==> src/logic/nvac_pkg.sv <==
// Package of constants for the data memory access controller
package nvac_pkg;
    // ------------------------------------------------------------
    // Memory geometry
    // ------------------------------------------------------------
    localparam int NV_AW = 7;
    localparam int NV_DW = 8;
    localparam int NV_DEPTH = 128;
    // ------------------------------------------------------------
    // Register byte offsets
    // ------------------------------------------------------------
    localparam logic [7:0] OFS_ADDR = 8'h00;
    localparam logic [7:0] OFS_DATA = 8'h04;
    localparam logic [7:0] OFS_CTRL = 8'h08;
    localparam logic [7:0] OFS_UNLOCK = 8'h0C;
    localparam logic [7:0] OFS_IRQ_STAT = 8'h10;
    localparam logic [7:0] OFS_IRQ_MASK = 8'h14;
    localparam logic [7:0] OFS_STATUS = 8'h18;
    // ------------------------------------------------------------
    // Field positions
    // ------------------------------------------------------------
    localparam int CTRL_RD_BIT = 0;
    localparam int CTRL_WR_BIT = 1;
    localparam int CTRL_WRITE_ENABLE_BIT_BIT = 2;
    localparam int IRQ_DONE_BIT = 0;
    localparam int STAT_PWRT_BIT = 0;
    localparam int STAT_CP_BIT = 1;
    localparam int STAT_ARMED_BIT = 2;
    // ------------------------------------------------------------
    // Unlock keys, reset values and bus response codes
    // ------------------------------------------------------------
    localparam logic [7:0] KEY_FIRST = 8'h55;
    localparam logic [7:0] KEY_SECOND = 8'hAA;
    localparam logic [NV_AW-1:0] ADDR_RST = 7'h00;
    localparam logic [NV_DW-1:0] DATA_RST = 8'h00;
    localparam logic MASK_RST = 1'b0;
    localparam logic [1:0] RESP_OKAY = 2'h0;
    localparam logic [1:0] RESP_SLVERR = 2'h2;
    // ------------------------------------------------------------
    // Timing
    // ------------------------------------------------------------
    localparam int CLK_PERIOD_NS = 5;
    localparam int PWRT_MS = 72;
    localparam int PWRT_CYCLES = PWRT_MS * (1000000 / CLK_PERIOD_NS);
    localparam int WRITE_CYCLES_DEF = 2000;
    localparam int UNLOCK_GAP_MAX = 16;
    localparam int CNT_W = 24;
    // ------------------------------------------------------------
    // Unlock sequence states
    // ------------------------------------------------------------
    typedef enum logic [1:0] {
        UNL_IDLE,
        UNL_FIRST,
        UNL_ARMED
    } nvac_unlock_type;
endpackage : nvac_pkg

==> src/logic/nvac_mem.sv <==
// Byte-wide data memory with registered read port
`timescale 1ns/10ps
module nvac_mem
    import nvac_pkg::*;
(
    // Clock
    input wire logic aclk,
    // Write port
    input wire logic we,
    input wire logic [NV_AW-1:0] waddr,
    input wire logic [NV_DW-1:0] wdata,
    // Read port
    input wire logic [NV_AW-1:0] raddr,
    output logic [NV_DW-1:0] rdata_r
);
    logic [NV_DW-1:0] mem [0:NV_DEPTH-1];

    always_ff @(posedge aclk) begin
        if (we) begin
            mem[waddr] <= wdata;
        end
    end

    always_ff @(posedge aclk) begin
        rdata_r <= mem[raddr];
    end
endmodule : nvac_mem

==> src/logic/nvac_ctrl.sv <==
// Data memory access controller with AXI4-Lite register slave
//
// Added by the designer: the AXI4-Lite slave port and the address map.
`timescale 1ns/10ps
module nvac_ctrl
    import nvac_pkg::*;
#(
    parameter int PWRT_CNT = PWRT_CYCLES,
    parameter int WRITE_CNT = WRITE_CYCLES_DEF
) (
    // Clock and reset
    input wire logic aclk,
    input wire logic aresetn,
    // AXI4-Lite write address
    input wire logic [7:0] s_axi_awaddr,
    input wire logic [2:0] s_axi_awprot,
    input wire logic s_axi_awvalid,
    output logic s_axi_awready,
    // AXI4-Lite write data
    input wire logic [31:0] s_axi_wdata,
    input wire logic [3:0] s_axi_wstrb,
    input wire logic s_axi_wvalid,
    output logic s_axi_wready,
    // AXI4-Lite write response
    output logic [1:0] s_axi_bresp,
    output logic s_axi_bvalid,
    input wire logic s_axi_bready,
    // AXI4-Lite read address
    input wire logic [7:0] s_axi_araddr,
    input wire logic [2:0] s_axi_arprot,
    input wire logic s_axi_arvalid,
    output logic s_axi_arready,
    // AXI4-Lite read data
    output logic [31:0] s_axi_rdata,
    output logic [1:0] s_axi_rresp,
    output logic s_axi_rvalid,
    input wire logic s_axi_rready,
    // Device pins and interrupt
    input wire logic code_protect,
    output logic irq
);
    // ------------------------------------------------------------
    // Register index decode
    // ------------------------------------------------------------
    localparam logic [2:0] IX_ADDR = 3'h0;
    localparam logic [2:0] IX_DATA = 3'h1;
    localparam logic [2:0] IX_CTRL = 3'h2;
    localparam logic [2:0] IX_UNLOCK = 3'h3;
    localparam logic [2:0] IX_STAT = 3'h4;
    localparam logic [2:0] IX_MASK = 3'h5;
    localparam logic [2:0] IX_STATUS = 3'h6;
    localparam logic [2:0] IX_NONE = 3'h7;

    function automatic logic [2:0] reg_index(input logic [7:0] a);
        case (a)
            OFS_ADDR: reg_index = IX_ADDR;
            OFS_DATA: reg_index = IX_DATA;
            OFS_CTRL: reg_index = IX_CTRL;
            OFS_UNLOCK: reg_index = IX_UNLOCK;
            OFS_IRQ_STAT: reg_index = IX_STAT;
            OFS_IRQ_MASK: reg_index = IX_MASK;
            OFS_STATUS: reg_index = IX_STATUS;
            default: reg_index = IX_NONE;
        endcase
    endfunction : reg_index
    // ------------------------------------------------------------
    // Declarations
    // ------------------------------------------------------------
    logic aw_have_r;
    logic [7:0] aw_addr_r;
    logic w_have_r;
    logic [31:0] w_data_r;
    logic [3:0] w_strb_r;
    logic bvalid_r;
    logic [1:0] bresp_r;
    logic rvalid_r;
    logic [1:0] rresp_r;
    logic [31:0] rdata_r;
    logic [NV_AW-1:0] addr_r;
    logic [NV_DW-1:0] data_r;
    logic write_enable_bit_r;
    logic wr_r;
    logic rd_pend_r;
    logic done_flag_r;
    logic done_flag_nxt;
    logic mask_r;
    logic [NV_AW-1:0] wa_r;
    logic [NV_DW-1:0] wd_r;
    logic [CNT_W-1:0] wcnt_r;
    logic [CNT_W-1:0] pwrt_r;
    logic [4:0] gap_r;
    nvac_unlock_type unl_r;
    nvac_unlock_type unl_nxt;
    logic cp_s1_r;
    logic cp_s2_r;
    logic cp_s3_r;
    logic cp_r;
    logic [NV_DW-1:0] mem_q;
    // ------------------------------------------------------------
    // Bus handshakes and decode
    // ------------------------------------------------------------
    wire aw_take = s_axi_awvalid & s_axi_awready;
    wire w_take = s_axi_wvalid & s_axi_wready;
    wire ar_take = s_axi_arvalid & s_axi_arready;
    wire wr_go = aw_have_r & w_have_r & ~bvalid_r;
    wire [2:0] wix = reg_index(aw_addr_r);
    wire [2:0] rix = reg_index(s_axi_araddr);
    wire wr_hit = wr_go & w_strb_r[0] & (wix != IX_NONE);
    wire wr_addr_reg = wr_hit & (wix == IX_ADDR);
    wire wr_data_reg = wr_hit & (wix == IX_DATA);
    wire wr_ctrl = wr_hit & (wix == IX_CTRL);
    wire wr_unlock = wr_hit & (wix == IX_UNLOCK);
    wire wr_stat = wr_hit & (wix == IX_STAT);
    wire wr_mask = wr_hit & (wix == IX_MASK);
    wire [7:0] wbyte = w_data_r[7:0];

    assign s_axi_awready = ~aw_have_r & ~bvalid_r;
    assign s_axi_wready = ~w_have_r & ~bvalid_r;
    assign s_axi_arready = ~rvalid_r;
    assign s_axi_bvalid = bvalid_r;
    assign s_axi_bresp = bresp_r;
    assign s_axi_rvalid = rvalid_r;
    assign s_axi_rresp = rresp_r;
    assign s_axi_rdata = rdata_r;
    // ------------------------------------------------------------
    // Write start qualification
    // ------------------------------------------------------------
    wire pwrt_run = (pwrt_r != '0);
    wire gap_ok = (gap_r <= 5'(UNLOCK_GAP_MAX));
    wire set_wr = wr_ctrl & wbyte[CTRL_WR_BIT];
    wire armed = (unl_r == UNL_ARMED) & gap_ok;
    wire start_wr = set_wr & wbyte[CTRL_WRITE_ENABLE_BIT_BIT]
        & armed
        & ~pwrt_run
        & ~wr_r;
    wire wr_end = wr_r & (wcnt_r == CNT_W'(1));
    wire start_rd = wr_ctrl & wbyte[CTRL_RD_BIT];
    // ------------------------------------------------------------
    // Unlock sequence tracking
    // ------------------------------------------------------------
    always_comb begin
        unl_nxt = unl_r;
        case (unl_r)
            UNL_FIRST: begin
                if (!gap_ok) begin
                    unl_nxt = UNL_IDLE;
                end else if (wr_unlock && wbyte == KEY_SECOND) begin
                    unl_nxt = UNL_ARMED;
                end else if (wr_hit) begin
                    unl_nxt = UNL_IDLE;
                end
            end
            UNL_ARMED: begin
                if (!gap_ok || wr_hit) begin
                    unl_nxt = UNL_IDLE;
                end
            end
            default: unl_nxt = UNL_IDLE;
        endcase
        if (wr_unlock && wbyte == KEY_FIRST) begin
            unl_nxt = UNL_FIRST;
        end
    end

    always_ff @(posedge aclk) begin
        if (!aresetn) begin
            unl_r <= UNL_IDLE;
        end else begin
            unl_r <= unl_nxt;
        end
    end

    // Cycles since the last key write
    always_ff @(posedge aclk) begin
        if (!aresetn) begin
            gap_r <= '0;
        end else if (wr_unlock) begin
            gap_r <= '0;
        end else if (gap_r != 5'h1F) begin
            gap_r <= gap_r + 5'h01;
        end
    end
    // ------------------------------------------------------------
    // AXI write channel
    // ------------------------------------------------------------
    always_ff @(posedge aclk) begin
        if (!aresetn) begin
            aw_have_r <= 1'b0;
            aw_addr_r <= '0;
        end else if (aw_take) begin
            aw_have_r <= 1'b1;
            aw_addr_r <= s_axi_awaddr;
        end else if (wr_go) begin
            aw_have_r <= 1'b0;
        end
    end

    always_ff @(posedge aclk) begin
        if (!aresetn) begin
            w_have_r <= 1'b0;
            w_data_r <= '0;
            w_strb_r <= '0;
        end else if (w_take) begin
            w_have_r <= 1'b1;
            w_data_r <= s_axi_wdata;
            w_strb_r <= s_axi_wstrb;
        end else if (wr_go) begin
            w_have_r <= 1'b0;
        end
    end

    always_ff @(posedge aclk) begin
        if (!aresetn) begin
            bvalid_r <= 1'b0;
            bresp_r <= RESP_OKAY;
        end else if (wr_go) begin
            bvalid_r <= 1'b1;
            bresp_r <= (wix == IX_NONE) ? RESP_SLVERR : RESP_OKAY;
        end else if (s_axi_bready) begin
            bvalid_r <= 1'b0;
        end
    end
    // ------------------------------------------------------------
    // AXI read channel
    // ------------------------------------------------------------
    wire [31:0] ctrl_view = {29'h0, write_enable_bit_r, wr_r, 1'b0};
    wire [31:0] status_view = {29'h0, (unl_r == UNL_ARMED), cp_r,
        pwrt_run};
    wire [31:0] rmux =
        (rix == IX_ADDR) ? {25'h0, addr_r} :
        (rix == IX_DATA) ? {24'h0, data_r} :
        (rix == IX_CTRL) ? ctrl_view :
        (rix == IX_STAT) ? {31'h0, done_flag_r} :
        (rix == IX_MASK) ? {31'h0, mask_r} :
        (rix == IX_STATUS) ? status_view : 32'h0;

    always_ff @(posedge aclk) begin
        if (!aresetn) begin
            rvalid_r <= 1'b0;
            rresp_r <= RESP_OKAY;
            rdata_r <= '0;
        end else if (ar_take) begin
            rvalid_r <= 1'b1;
            rresp_r <= (rix == IX_NONE) ? RESP_SLVERR : RESP_OKAY;
            rdata_r <= rmux;
        end else if (s_axi_rready) begin
            rvalid_r <= 1'b0;
        end
    end

    // ------------------------------------------------------------
    // Address, data and control registers
    // ------------------------------------------------------------
    always_ff @(posedge aclk) begin
        if (!aresetn) begin
            addr_r <= ADDR_RST;
        end else if (wr_addr_reg) begin
            addr_r <= wbyte[NV_AW-1:0];
        end
    end

    // Read result lands two cycles after the read bit is set
    always_ff @(posedge aclk) begin
        if (!aresetn) begin
            rd_pend_r <= 1'b0;
        end else begin
            rd_pend_r <= start_rd;
        end
    end

    always_ff @(posedge aclk) begin
        if (!aresetn) begin
            data_r <= DATA_RST;
        end else if (rd_pend_r) begin
            data_r <= mem_q;
        end else if (wr_data_reg) begin
            data_r <= wbyte;
        end
    end

    // Only software changes write enable
    always_ff @(posedge aclk) begin
        if (!aresetn) begin
            write_enable_bit_r <= 1'b0;
        end else if (wr_ctrl) begin
            write_enable_bit_r <= wbyte[CTRL_WRITE_ENABLE_BIT_BIT];
        end
    end

    // ------------------------------------------------------------
    // Write cycle engine
    // ------------------------------------------------------------
    always_ff @(posedge aclk) begin
        if (!aresetn) begin
            wr_r <= 1'b0;
            wcnt_r <= '0;
            wa_r <= '0;
            wd_r <= '0;
        end else if (start_wr) begin
            wr_r <= 1'b1;
            wcnt_r <= CNT_W'(WRITE_CNT);
            wa_r <= addr_r;
            wd_r <= data_r;
        end else if (wr_end) begin
            wr_r <= 1'b0;
        end else if (wr_r) begin
            wcnt_r <= wcnt_r - CNT_W'(1);
        end
    end

    // Power-up timer
    always_ff @(posedge aclk) begin
        if (!aresetn) begin
            pwrt_r <= CNT_W'(PWRT_CNT);
        end else if (pwrt_run) begin
            pwrt_r <= pwrt_r - CNT_W'(1);
        end
    end

    // ------------------------------------------------------------
    // Completion flag and interrupt
    // ------------------------------------------------------------
    assign done_flag_nxt = (done_flag_r
        & ~(wr_stat & wbyte[IRQ_DONE_BIT])) | wr_end;

    always_ff @(posedge aclk) begin
        if (!aresetn) begin
            done_flag_r <= 1'b0;
            mask_r <= MASK_RST;
        end else begin
            done_flag_r <= done_flag_nxt;
            if (wr_mask) begin
                mask_r <= wbyte[IRQ_DONE_BIT];
            end
        end
    end

    assign irq = done_flag_r & mask_r;

    // ------------------------------------------------------------
    // Code protect pin synchroniser
    // ------------------------------------------------------------
    always_ff @(posedge aclk) begin
        if (!aresetn) begin
            cp_s1_r <= 1'b0;
            cp_s2_r <= 1'b0;
            cp_s3_r <= 1'b0;
            cp_r <= 1'b0;
        end else begin
            cp_s1_r <= code_protect;
            cp_s2_r <= cp_s1_r;
            cp_s3_r <= cp_s2_r;
            if (cp_s2_r == cp_s3_r) begin
                cp_r <= cp_s3_r;
            end
        end
    end

    // ------------------------------------------------------------
    // Memory array, contents stored plain regardless of protection
    // ------------------------------------------------------------
    nvac_mem u_mem (
        .aclk(aclk),
        .we(wr_end),
        .waddr(wa_r),
        .wdata(wd_r),
        .raddr(addr_r),
        .rdata_r(mem_q)
    );
endmodule : nvac_ctrl

==> config.mk <==
export PLATFORM = sky130hd
export DESIGN_NAME = nvac_ctrl
export DESIGN_NICKNAME = d
export VERILOG_FILES = /design/src/logic/nvac_pkg.sv /design/src/logic/nvac_mem.sv /design/src/logic/nvac_ctrl.sv
export SDC_FILE = /design/constraint.sdc
export NUM_CORES = 1
export LEC_CHECK = 0
export ABC_AREA = 1
export BUFFER_PORTS_ARGS = -buffer_cell sky130_fd_sc_hd__buf_2
export CELL_PAD_IN_SITES_DETAIL_PLACEMENT = 1
export CELL_PAD_IN_SITES_GLOBAL_PLACEMENT = 2
export CORE_UTILIZATION = 38
export DETAILED_ROUTE_END_ITERATION = 7
export PLACE_DENSITY_LB_ADDON = 0.1
export SETUP_SLACK_MARGIN = 0.4
export SYNTH_ARGS = -nofsm -noshare
export SYNTH_HDL_FRONTEND = slang
export SYNTH_SLANG_ARGS = --single-unit
export TNS_END_PERCENT = 50
==> constraint.sdc <==
create_clock -name aclk -period 3.22 [get_ports aclk]
set_input_delay 0.483 -clock aclk [delete_from_list [all_inputs] [get_ports aclk]]
set_output_delay 0.483 -clock aclk [all_outputs]
set_load 0.05 [all_outputs]
# After elaboration in Yosys (flattened, before gate mapping)
# Memories as Yosys holds them, arrays and structs flattened. A register that Yosys moved wholly into a read port is not among the register bits.
# Index checks and enable logic that the tools add are counted.
[word_totals]
wordCells = 162
mem_bits_rw = 1024
output_inout_bits = 42
ff_bits = 151
memories = 1
[memory_table]
columns = ["name", "depth", "word_bits", "rd", "rd_ports_with_merged_regs", "wr", "line_no", "text"]
rows = [
  ["u_mem.mem", 128, 8, 1, 1, 1, "nvac_mem.sv:16", "logic [NV_DW-1:0] mem [0:NV_DEPTH-1];"],
]
[classes]
n_reduce_logical = 23
addsub = 3
n_eq_ne = 37
bitwise_logic = 36
n_mux = 32
order_cmp = 1
[ops]
columns = ["operator", "n"]
rows = [
  ["equality test 8 x 5 -> 1 bit (second input constant)", 6],
  ["subtractor 24 x 1 -> 24 bit (second input constant)", 2],
  ["one-hot mux 3 bit (7 select lines)", 2],
  ["two-way mux 11 bit", 3],
  ["equality test 8 x 4 -> 1 bit (second input constant)", 4],
  ["two-way mux 8 bit", 4],
  ["AND 1 bit", 26],
  ["equality test 24 x 1 -> 1 bit (second input constant)", 1],
  ["nonzero test 24 bit", 1],
  ["equality test 3 bit (second input constant)", 7],
  ["equality test 8 x 3 -> 1 bit (second input constant)", 2],
  ["zero test 8 bit", 2],
  ["nonzero test 2 bit", 7],
  ["two-way mux 1 bit", 12],
  ["two-way mux 2 bit", 6],
  ["two-way mux 3 bit", 4],
  ["inequality test 5 bit (second input constant)", 2],
  ["equality test 3 x 2 -> 1 bit (second input constant)", 3],
  ["NOT 1 bit", 9],
  ["equality test 8 x 7 -> 1 bit (second input constant)", 1],
  ["equality test 8 bit (second input constant)", 1],
  ["AND reduction 2 bit", 4],
  ["equality test 3 x 1 -> 1 bit (second input constant)", 2],
  ["zero test 3 bit", 2],
  ["16 further kinds", 19],
]

# Depth between registers and ports, before layout
# Gate-level depths: netlist of the first run.
[logic_depth]
word_depth = 12
depth_mapped = 13

# Hierarchy
# From an unflattened synthesis of the first run, not the netlist that was laid out.
[hier_totals]
hier_cells = 4490
area_unflattened_um2 = 48342.6
[modules_own_cells]
columns = ["mod", "n_inst", "cells_per_inst", "seq_area_each_um2", "area_each_um2"]
rows = [
  ["nvac_mem", 1, 3575, 30909.6, 42104.1],
  ["nvac_ctrl", 1, 915, 2502.4, 6238.5],
]

# Least setup slack after synthesis of the first run
# Ideal clock, no wire load.
[synth_timing]
kind = "reg-to-reg"
from = "reg wd_r[0]"
to = "mem u_mem.mem[0][0] (data pin)"
arrival_ps = 1839
required_ps = 2691
path_stages_with_launch = 1
n_path_buf = 0
path_slack_ps = 852
path_cell_list = "dfxtp_1"
[synth_rtl]
columns = ["item", "line_no", "text"]
rows = [
  ["from (decl)", "nvac_ctrl.sv:88", "logic [NV_DW-1:0] wd_r;"],
  ["from (signal assigned)", "nvac_ctrl.sv:303", "wd_r <= data_r;"],
  ["to (decl)", "nvac_mem.sv:16", ""],
]
# Straight into the memory's write port.

# Final worst setup path of the first run
[layout_timing]
from = "reg wcnt_r[3]"
to = "mem u_mem.mem[91][0], enable pin"
[layout_between]
elab_chain_len = 4
[layout_lines]
columns = ["item", "line_no", "text"]
rows = [
  ["from (decl)", "nvac_ctrl.sv:89", "logic [CNT_W-1:0] wcnt_r;"],
  ["from (signal assigned)", "nvac_ctrl.sv:301", "wcnt_r <= CNT_W'(WRITE_CNT);"],
  ["from (signal assigned)", "nvac_ctrl.sv:307", "wcnt_r <= wcnt_r - CNT_W'(1);"],
  ["equality test 24 x 1 -> 1 bit", "nvac_ctrl.sv:136", "wire wr_end = wr_r & (wcnt_r == CNT_W'(1));"],
  ["AND 1 bit", "nvac_ctrl.sv:136", ""],
  ["two-way mux 1 bit", "nvac_mem.sv:19", "if (we) begin"],
  ["two-way mux 1 bit (not written as such)", "nvac_mem.sv:20", "mem[waddr] <= wdata;"],
]
# No other way between the ends.

==> results.py, run 1 <==
metrics = {
    "status": {
        "status": "finished clean",
    },
    "setup_path": {
        "path_max_fanout": 16,
        "worstSetupStartpointType": "flip-flop",
        "crit_required_ns": 3.69,
        "crit_path_end_kind": "flip-flop",
        "worstSetupPathType": "flip-flop to flip-flop",
        "worstPathArrival_ns": 3.14,
    },
    "die": {
        "placementRows": 130,
        "dieHeight_um": 358,
        "die-area_um2": 128000,
        "core_region_area_um2": 126000,
        "die_w_um": 358,
        "start_util": 0.383,
        "ioPinCount": 108,
    },
    "sta": {
        "skew_ns": 0.0191,
        "min_period_ns": 2.67,
        "worst_pin_slew_ns": 0.882,
        "rsz0062_at_grt": "no",
        "setup-tns-final_ns": 0,
        "setup_viol": 0,
        "slew_viol_final": 0,
        "slew_headroom": 0.412,
        "max_freq_ghz": 0.375,
        "fin_crit_sh": 0.829,
        "hold_viol_final": 0,
    },
    "logic_synthesis": {
        "postSynthCellCount": 4466,
        "synth_seq_area_share": 0.695,
        "yosysMostFrequentCell": "nand2_1",
        "ys_seq_elements": 1157,
        "syn_area_um2": 48100,
        "synth_top_area_share": 0.639,
        "synth.top_cells.by_area": "edfxtp_1, nand2_1, nand3_1, dfxtp_1, nor2_1",
        "synth_edf_count": 1024,
        "async_reset_ff_frac": 0,
        "yosys-top-cells-count": "nand2_1, edfxtp_1, nand3_1",
        "syn_area_per_cell_um2": 10.8,
        "yosys.area.top_type": "edfxtp_1",
        "ys_warn_count": 0,
        "synth_ff_type": "edfxtp_1",
        "synth.distinct_cells": 46,
    },
    "place": {
        "port_buffers": 48,
        "hpwl_um": 82700,
        "gp_congestion": 0.763,
    },
    "clock_network": {
        "clock-sinks": 1157,
        "cts_buffers": 137,
        "post_cts_buffers": 0,
        "cts_max_level": 4,
        "cts_buffer_depth": 3,
        "clk_pin_slew_ns": 0.06,
        "clock_latency_ns": 0.78,
        "cts_tree": "done",
        "cts_root_buf": "clkbuf_16",
    },
    "final_layout": {
        "multi_input_area_um2": 13000,
        "final_nets": 4686,
        "drive_above_1_share": 0.106,
        "fillCellCount": 13575,
        "area_delta_synth_final_pct": 15.4,
        "postLayoutCoreUtil": 0.442,
        "seq_area_um2": 33500,
    },
    "global_route": {
        "grt_pass1_wl_um": 214000,
        "gr-total-overflow": 0,
        "track_usage": 0.224,
        "grt_pass1_vias": 33473,
        "grt_max_degree": 139,
        "antenna_found_initial": 4,
    },
    "hold_path": {
        "worst_hold_path_type": "input pin to flip-flop",
    },
    "routing": {
        "avgViaCountPerCell": 5.18,
        "avgRoutedWirePerCell_um": 22.4,
        "dr.first_iter.drc_count": 2176,
        "first_pass_iters": 5,
        "antenna_left": 0,
        "drc": 0,
        "routed_wirelength_um": 143000,
        "vias": 33038,
    },
    "job": {
        "cap_violations": 0,
    },
    "pwr": {
        "p_per_area_nw_per_um2": 572,
        "p_leak_uw": 0.0197,
        "peakVddDrop_uv": 578,
    },
}
-- sequential cells by signal (all words and copies together), names as in the netlist, 7 cells and up --
name           count
u_mem.mem       1024
pwrt_r            24
wcnt_r            24
aw_addr_r          8
data_r             8
s_axi_rdata        8
u_mem.rdata_r      8
w_data_r           8
wd_r               8
addr_r             7
wa_r               7
-- critical path, cell delays in order, from the launching register on --
cell and delay (ns):
dfxtp_1 0.36, nor2_2 0.26, nand2_1 0.14, nor3_4 0.21
nand3_4 0.18, nor2_8 0.21, nand2_4 0.37, nor2_1 0.40
buf_4 0.21
-- report_power, final --
group          total [µW]  internal, µW  leakage [µW]  switching [µW]
combinational         511           139       0.00949             372
clock               15000          8840       0.00212            6200
sequential          16200         16100       0.00814            53.9
total               31700         25100        0.0197            6630
-- final timing paths --
kind	start	to	slack [ns]	cells past startpoint
worst max-delay path	wcnt_r[3]	u_mem.mem[91][0]	0.55	8
worst min-delay path	aresetn	wd_r[3]	0.06	3
worst max register to register	wcnt_r[3]	u_mem.mem[91][0]	0.55	8
worst min register to register	cp_s1_r	cp_s2_r	0.43	2
-- metrics by stage --
stage	instances	power, µW	cell area (µm²)	worst slack [ns]	hold WS (ns)
after floorplan	4491	16900	48200	0.852	0.390
after global placement	6110	17000	51000	0.584	0.411
after detailed placement	6110	17000	51000	0.507	0.418
after CTS	6372	32100	55500	0.503	0.00712
after global routing	6372	32800	55500	0.404	0.0481
final	6373	31700	55500	0.551	0.0595
-- placed cells by master (no fill, tap or decap), drive strengths merged, types with 11 or more instances in the layout --
cell,instances
dfxtp,133
nand4,20
o21ai,49
a31oi,11
a21oi,60
nor3,17
nand3,977
clkbuf,186
xnor2,15
edfxtp,1024
dlygate4sd3,15
buf,252
clkinv,47
nor2,308
nand2,1425
inv,112
conb,26
-- kinds of logic (layout without fill, tap and decap cells) --
kind of cell / after synthesis / after routing / share of synthesized area
other: 1 / 27 / 0.0000780
XOR/XNOR: 23 / 23 / 0.00419
AND/OR/NAND/NOR: 2763 / 2763 / 0.248
AO/OA/AOI/OAI: 126 / 126 / 0.0138
adder cells (fa/ha/maj): 6 / 6 / 0.00156
flip-flops: 1157 / 1157 / 0.695
buffers and inverters: 390 / 621 / 0.0376
-- timing repair --
action | in CTS | in global routing
endpoints found under the hold margin | 15 | 0
endpoints found under the setup margin | 0 | 3
hold buffers | 15 | 0
resized for setup | 0 | 1
-- final cells by class --
type	instances	area share
timing repair buffer	267	0.0409
sequential	1157	0.603
multi-input combinational	2944	0.234
inverter	107	0.00757
clock inverter	61	0.00967
antenna	1	0.0000451
clock buffer	186	0.0679
tap	1650	0.0372
-- metal layers --
metal,vias up,GRT usage,part of all wire
met4,0,0.0661,0.021
met1,16641,0.307,0.46
met3,180,0.0293,0.034
met5,-,0,0
met2,498,0.372,0.49
li1,15719,-,-
No activity file was read; power rests on OpenSTA's default activity.
==> run 2, diff against run 1 <==
==> constraint.sdc (replaced) <==
create_clock -name aclk -period 2.55 [get_ports aclk]
set_input_delay 0.3825 -clock aclk [delete_from_list [all_inputs] [get_ports aclk]]
set_output_delay 0.3825 -clock aclk [all_outputs]
set_load 0.05 [all_outputs]
==> run 2 against run 1 <==
Global-route usage up 1.1 points. Clock power rose by 23%. Combinational power is 33% higher. Flip-flop and latch count did not move. Via count is 2.7% higher. Hold slack better by 0.10 ns. First-iteration DRC count decreased by 5.3%. Fmax grew 19%.
==> results.py, run 2 (synthesis results as in run 1) <==
metrics = {
    "status": {
        "status": "finished clean",
    },
    "global_route": {
        "grt_pass1_vias": 34761,
        "track_usage": 0.235,
        "grt_pass1_wl_um": 222000,
        "grt_max_degree": 70,
        "gr-total-overflow": 0,
        "antenna_found_initial": 1,
    },
    "pwr": {
        "p_per_area_nw_per_um2": 672,
        "peakVddDrop_uv": 716,
        "p_leak_uw": 0.0212,
    },
    "clock_network": {
        "clock-sinks": 1157,
        "clock_latency_ns": 0.77,
        "cts_root_buf": "clkbuf_16",
        "cts_buffer_depth": 3,
        "clk_pin_slew_ns": 0.05,
        "cts_tree": "done",
        "cts_buffers": 135,
        "cts_max_level": 4,
    },
    "setup_path": {
        "r2r_setup_slack_ns": 0.30,
        "crit_required_ns": 3.01,
        "cpLargestDelayFamily": "simple AND/OR/NAND/NOR gates",
        "worstSetupPathType": "flip-flop to flip-flop",
        "slowest_delay_ns": 0.36,
        "worstSetupStartpointType": "flip-flop",
        "crit_slowest_cell": "dfxtp_4",
        "worstPathArrival_ns": 2.71,
        "reg2reg_to": "u_mem.mem[112][6]",
        "path_buf_inv": 4,
        "path_cells": "nor2_4 -> nand2_4 -> clkinv_4 -> nand3_4 -> nor3_4 -> nand3_4 -> nor2_8 -> buf_12 -> nand2_8 -> buf_12 -> nor2_4 -> buf_6",
        "reg2regPathDepth": 12,
        "r2r_start": "wcnt_r[4]",
        "path_max_fanout": 8,
        "crit_path_end_kind": "flip-flop",
    },
    "final_layout": {
        "antennaDiodeCount": 0,
        "final_nets": 4864,
        "largest_reg_flops": 1024,
        "area_delta_synth_final_pct": 22.7,
        "reg_top3": "u_mem.mem (1024), pwrt_r (24), wcnt_r (24)",
        "final_common_cell": "nand2_1",
        "drive_above_1_share": 0.158,
        "layout_common_cells": "nand2_1, edfxtp_1, nand3_1, nor2_1, buf_4",
        "largest-register": "u_mem.mem",
    },
    "die": {
        "ioPinCount": 108,
        "start_util": 0.383,
        "die_w_um": 358,
        "core_region_area_um2": 126000,
        "dieHeight_um": 358,
        "placementRows": 130,
        "die-area_um2": 128000,
    },
    "routing": {
        "dr.first_iter.drc_count": 2060,
        "first_pass_iters": 5,
        "routed_wirelength_um": 153000,
        "avgRoutedWirePerCell_um": 23.4,
        "vias": 33937,
        "avgViaCountPerCell": 5.18,
        "drc": 0,
        "antenna_left": 0,
    },
    "sta": {
        "slew_headroom": 0.402,
        "worst_pin_slew_ns": 0.894,
        "setup_viol": 0,
        "setup-tns-final_ns": 0,
        "skew_ns": 0.0267,
        "hold_viol_final": 0,
        "max_freq_ghz": 0.445,
        "slew_viol_final": 0,
        "postLayoutSetupSlackWorst_ns": 0.303,
        "fin_crit_sh": 0.881,
        "min_period_ns": 2.25,
        "rsz0062_at_grt": "yes",
    },
    "place": {
        "port_buffers": 48,
        "post-place-ws_ns": 0.00175,
        "gp_congestion": 0.789,
        "hpwl_um": 91600,
    },
    "hold_path": {
        "hold_start": "s_axi_araddr[3]",
        "worst_hold_path_type": "input pin to flip-flop",
        "hold_end": "s_axi_rdata[7]",
        "min_path_cells": 5,
    },
    "job": {
        "cap_violations": 0,
    },
}
[run 2: cell count changes in the layout (fill, tap and decap cells not counted), moves of 15 or more]
| cell | previous run | this run |
|---|---|---|
| nor2_1 | 288 | 214 |
| buf_12 | 28 | 65 |
| nor2_4 | 3 | 58 |
| nand3_2 | 2 | 21 |
| nor2_2 | 15 | 34 |
| buf_6 | 0 | 88 |
| nand3_1 | 974 | 953 |
| clkinv_2 | 25 | 10 |
| buf_16 | 0 | 24 |
[run 2: worst max path at each step]
stage	from	endpoint	slack [ns]	depth (start not counted)
final	wcnt_r[4]	u_mem.mem[112][6]	0.30	12
after global routing	wcnt_r[4]	u_mem.mem[81][4]	0.22	11
after CTS	wcnt_r[5]	u_mem.mem[24][2]	0.24	12
after detailed placement	wcnt_r[4]	u_mem.mem[72][4]	0.002	11
after global placement	wcnt_r[4]	u_mem.mem[120][6]	0.03	11
after floorplan	wcnt_r[4]	u_mem.mem[104][0]	0.42	10
[run 2: per-layer routing]
metal / GRT usage / share of wire / wire (µm) / vias up
li1: - / - / - / 16104
met5: 0 / 0 / 0 / -
met1: 0.317 / 0.45 / 68700 / 17085
met2: 0.397 / 0.49 / 75300 / 541
met3: 0.0290 / 0.035 / 5290 / 207
met4: 0.0705 / 0.026 / 3920 / 0
[run 2: final cells by class]
class,instances,area [µm²]
fillers,13362,66500
clock inverters,50,390
clock buffers,191,3810
repair buffers,446,5200
repair inverters,1,11.3
well taps,1650,2060
flip-flops and latches,1157,33500
inverters,107,448
multi-input cells,2944,13600
[run 2: worst reg2reg max path: stages, from the launching register on]
cell and delay (ns):
dfxtp_4 0.36, nor2_4 0.14, nand2_4 0.07, clkinv_4 0.05
nand3_4 0.06, nor3_4 0.15, nand3_4 0.19, nor2_8 0.16
buf_12 0.14, nand2_8 0.13, buf_12 0.25, nor2_4 0.09
buf_6 0.16
[run 2: through the flow]
step | utilization | cells | area [µm²] | power (µW) | hold WS [ns]
after floorplan | - | 4491 | 48200 | 21300 | 0.390
after global placement | 0.416 | 6206 | 52200 | 21500 | 0.416
after detailed placement | 0.416 | 6206 | 52200 | 21500 | 0.414
after CTS | 0.460 | 6497 | 57700 | 40100 | 0.118
after global routing | 0.470 | 6546 | 59000 | 40800 | 0.174
final | 0.470 | 6546 | 59000 | 39700 | 0.160
[run 2: power by group]
part	switching [µW]	internal (µW)
logic	475	203
clock network	7660	10900
registers	71.2	20400
[run 2: timing repair]
action                                  CTS  global route
buffers inserted                         20            35
hold buffers                             23             0
gates cloned                              7            14
endpoints found under the hold margin    27             0
pin swaps                                 9            12
setup endpoints to repair              1029          1061
gates resized for setup                 171           166
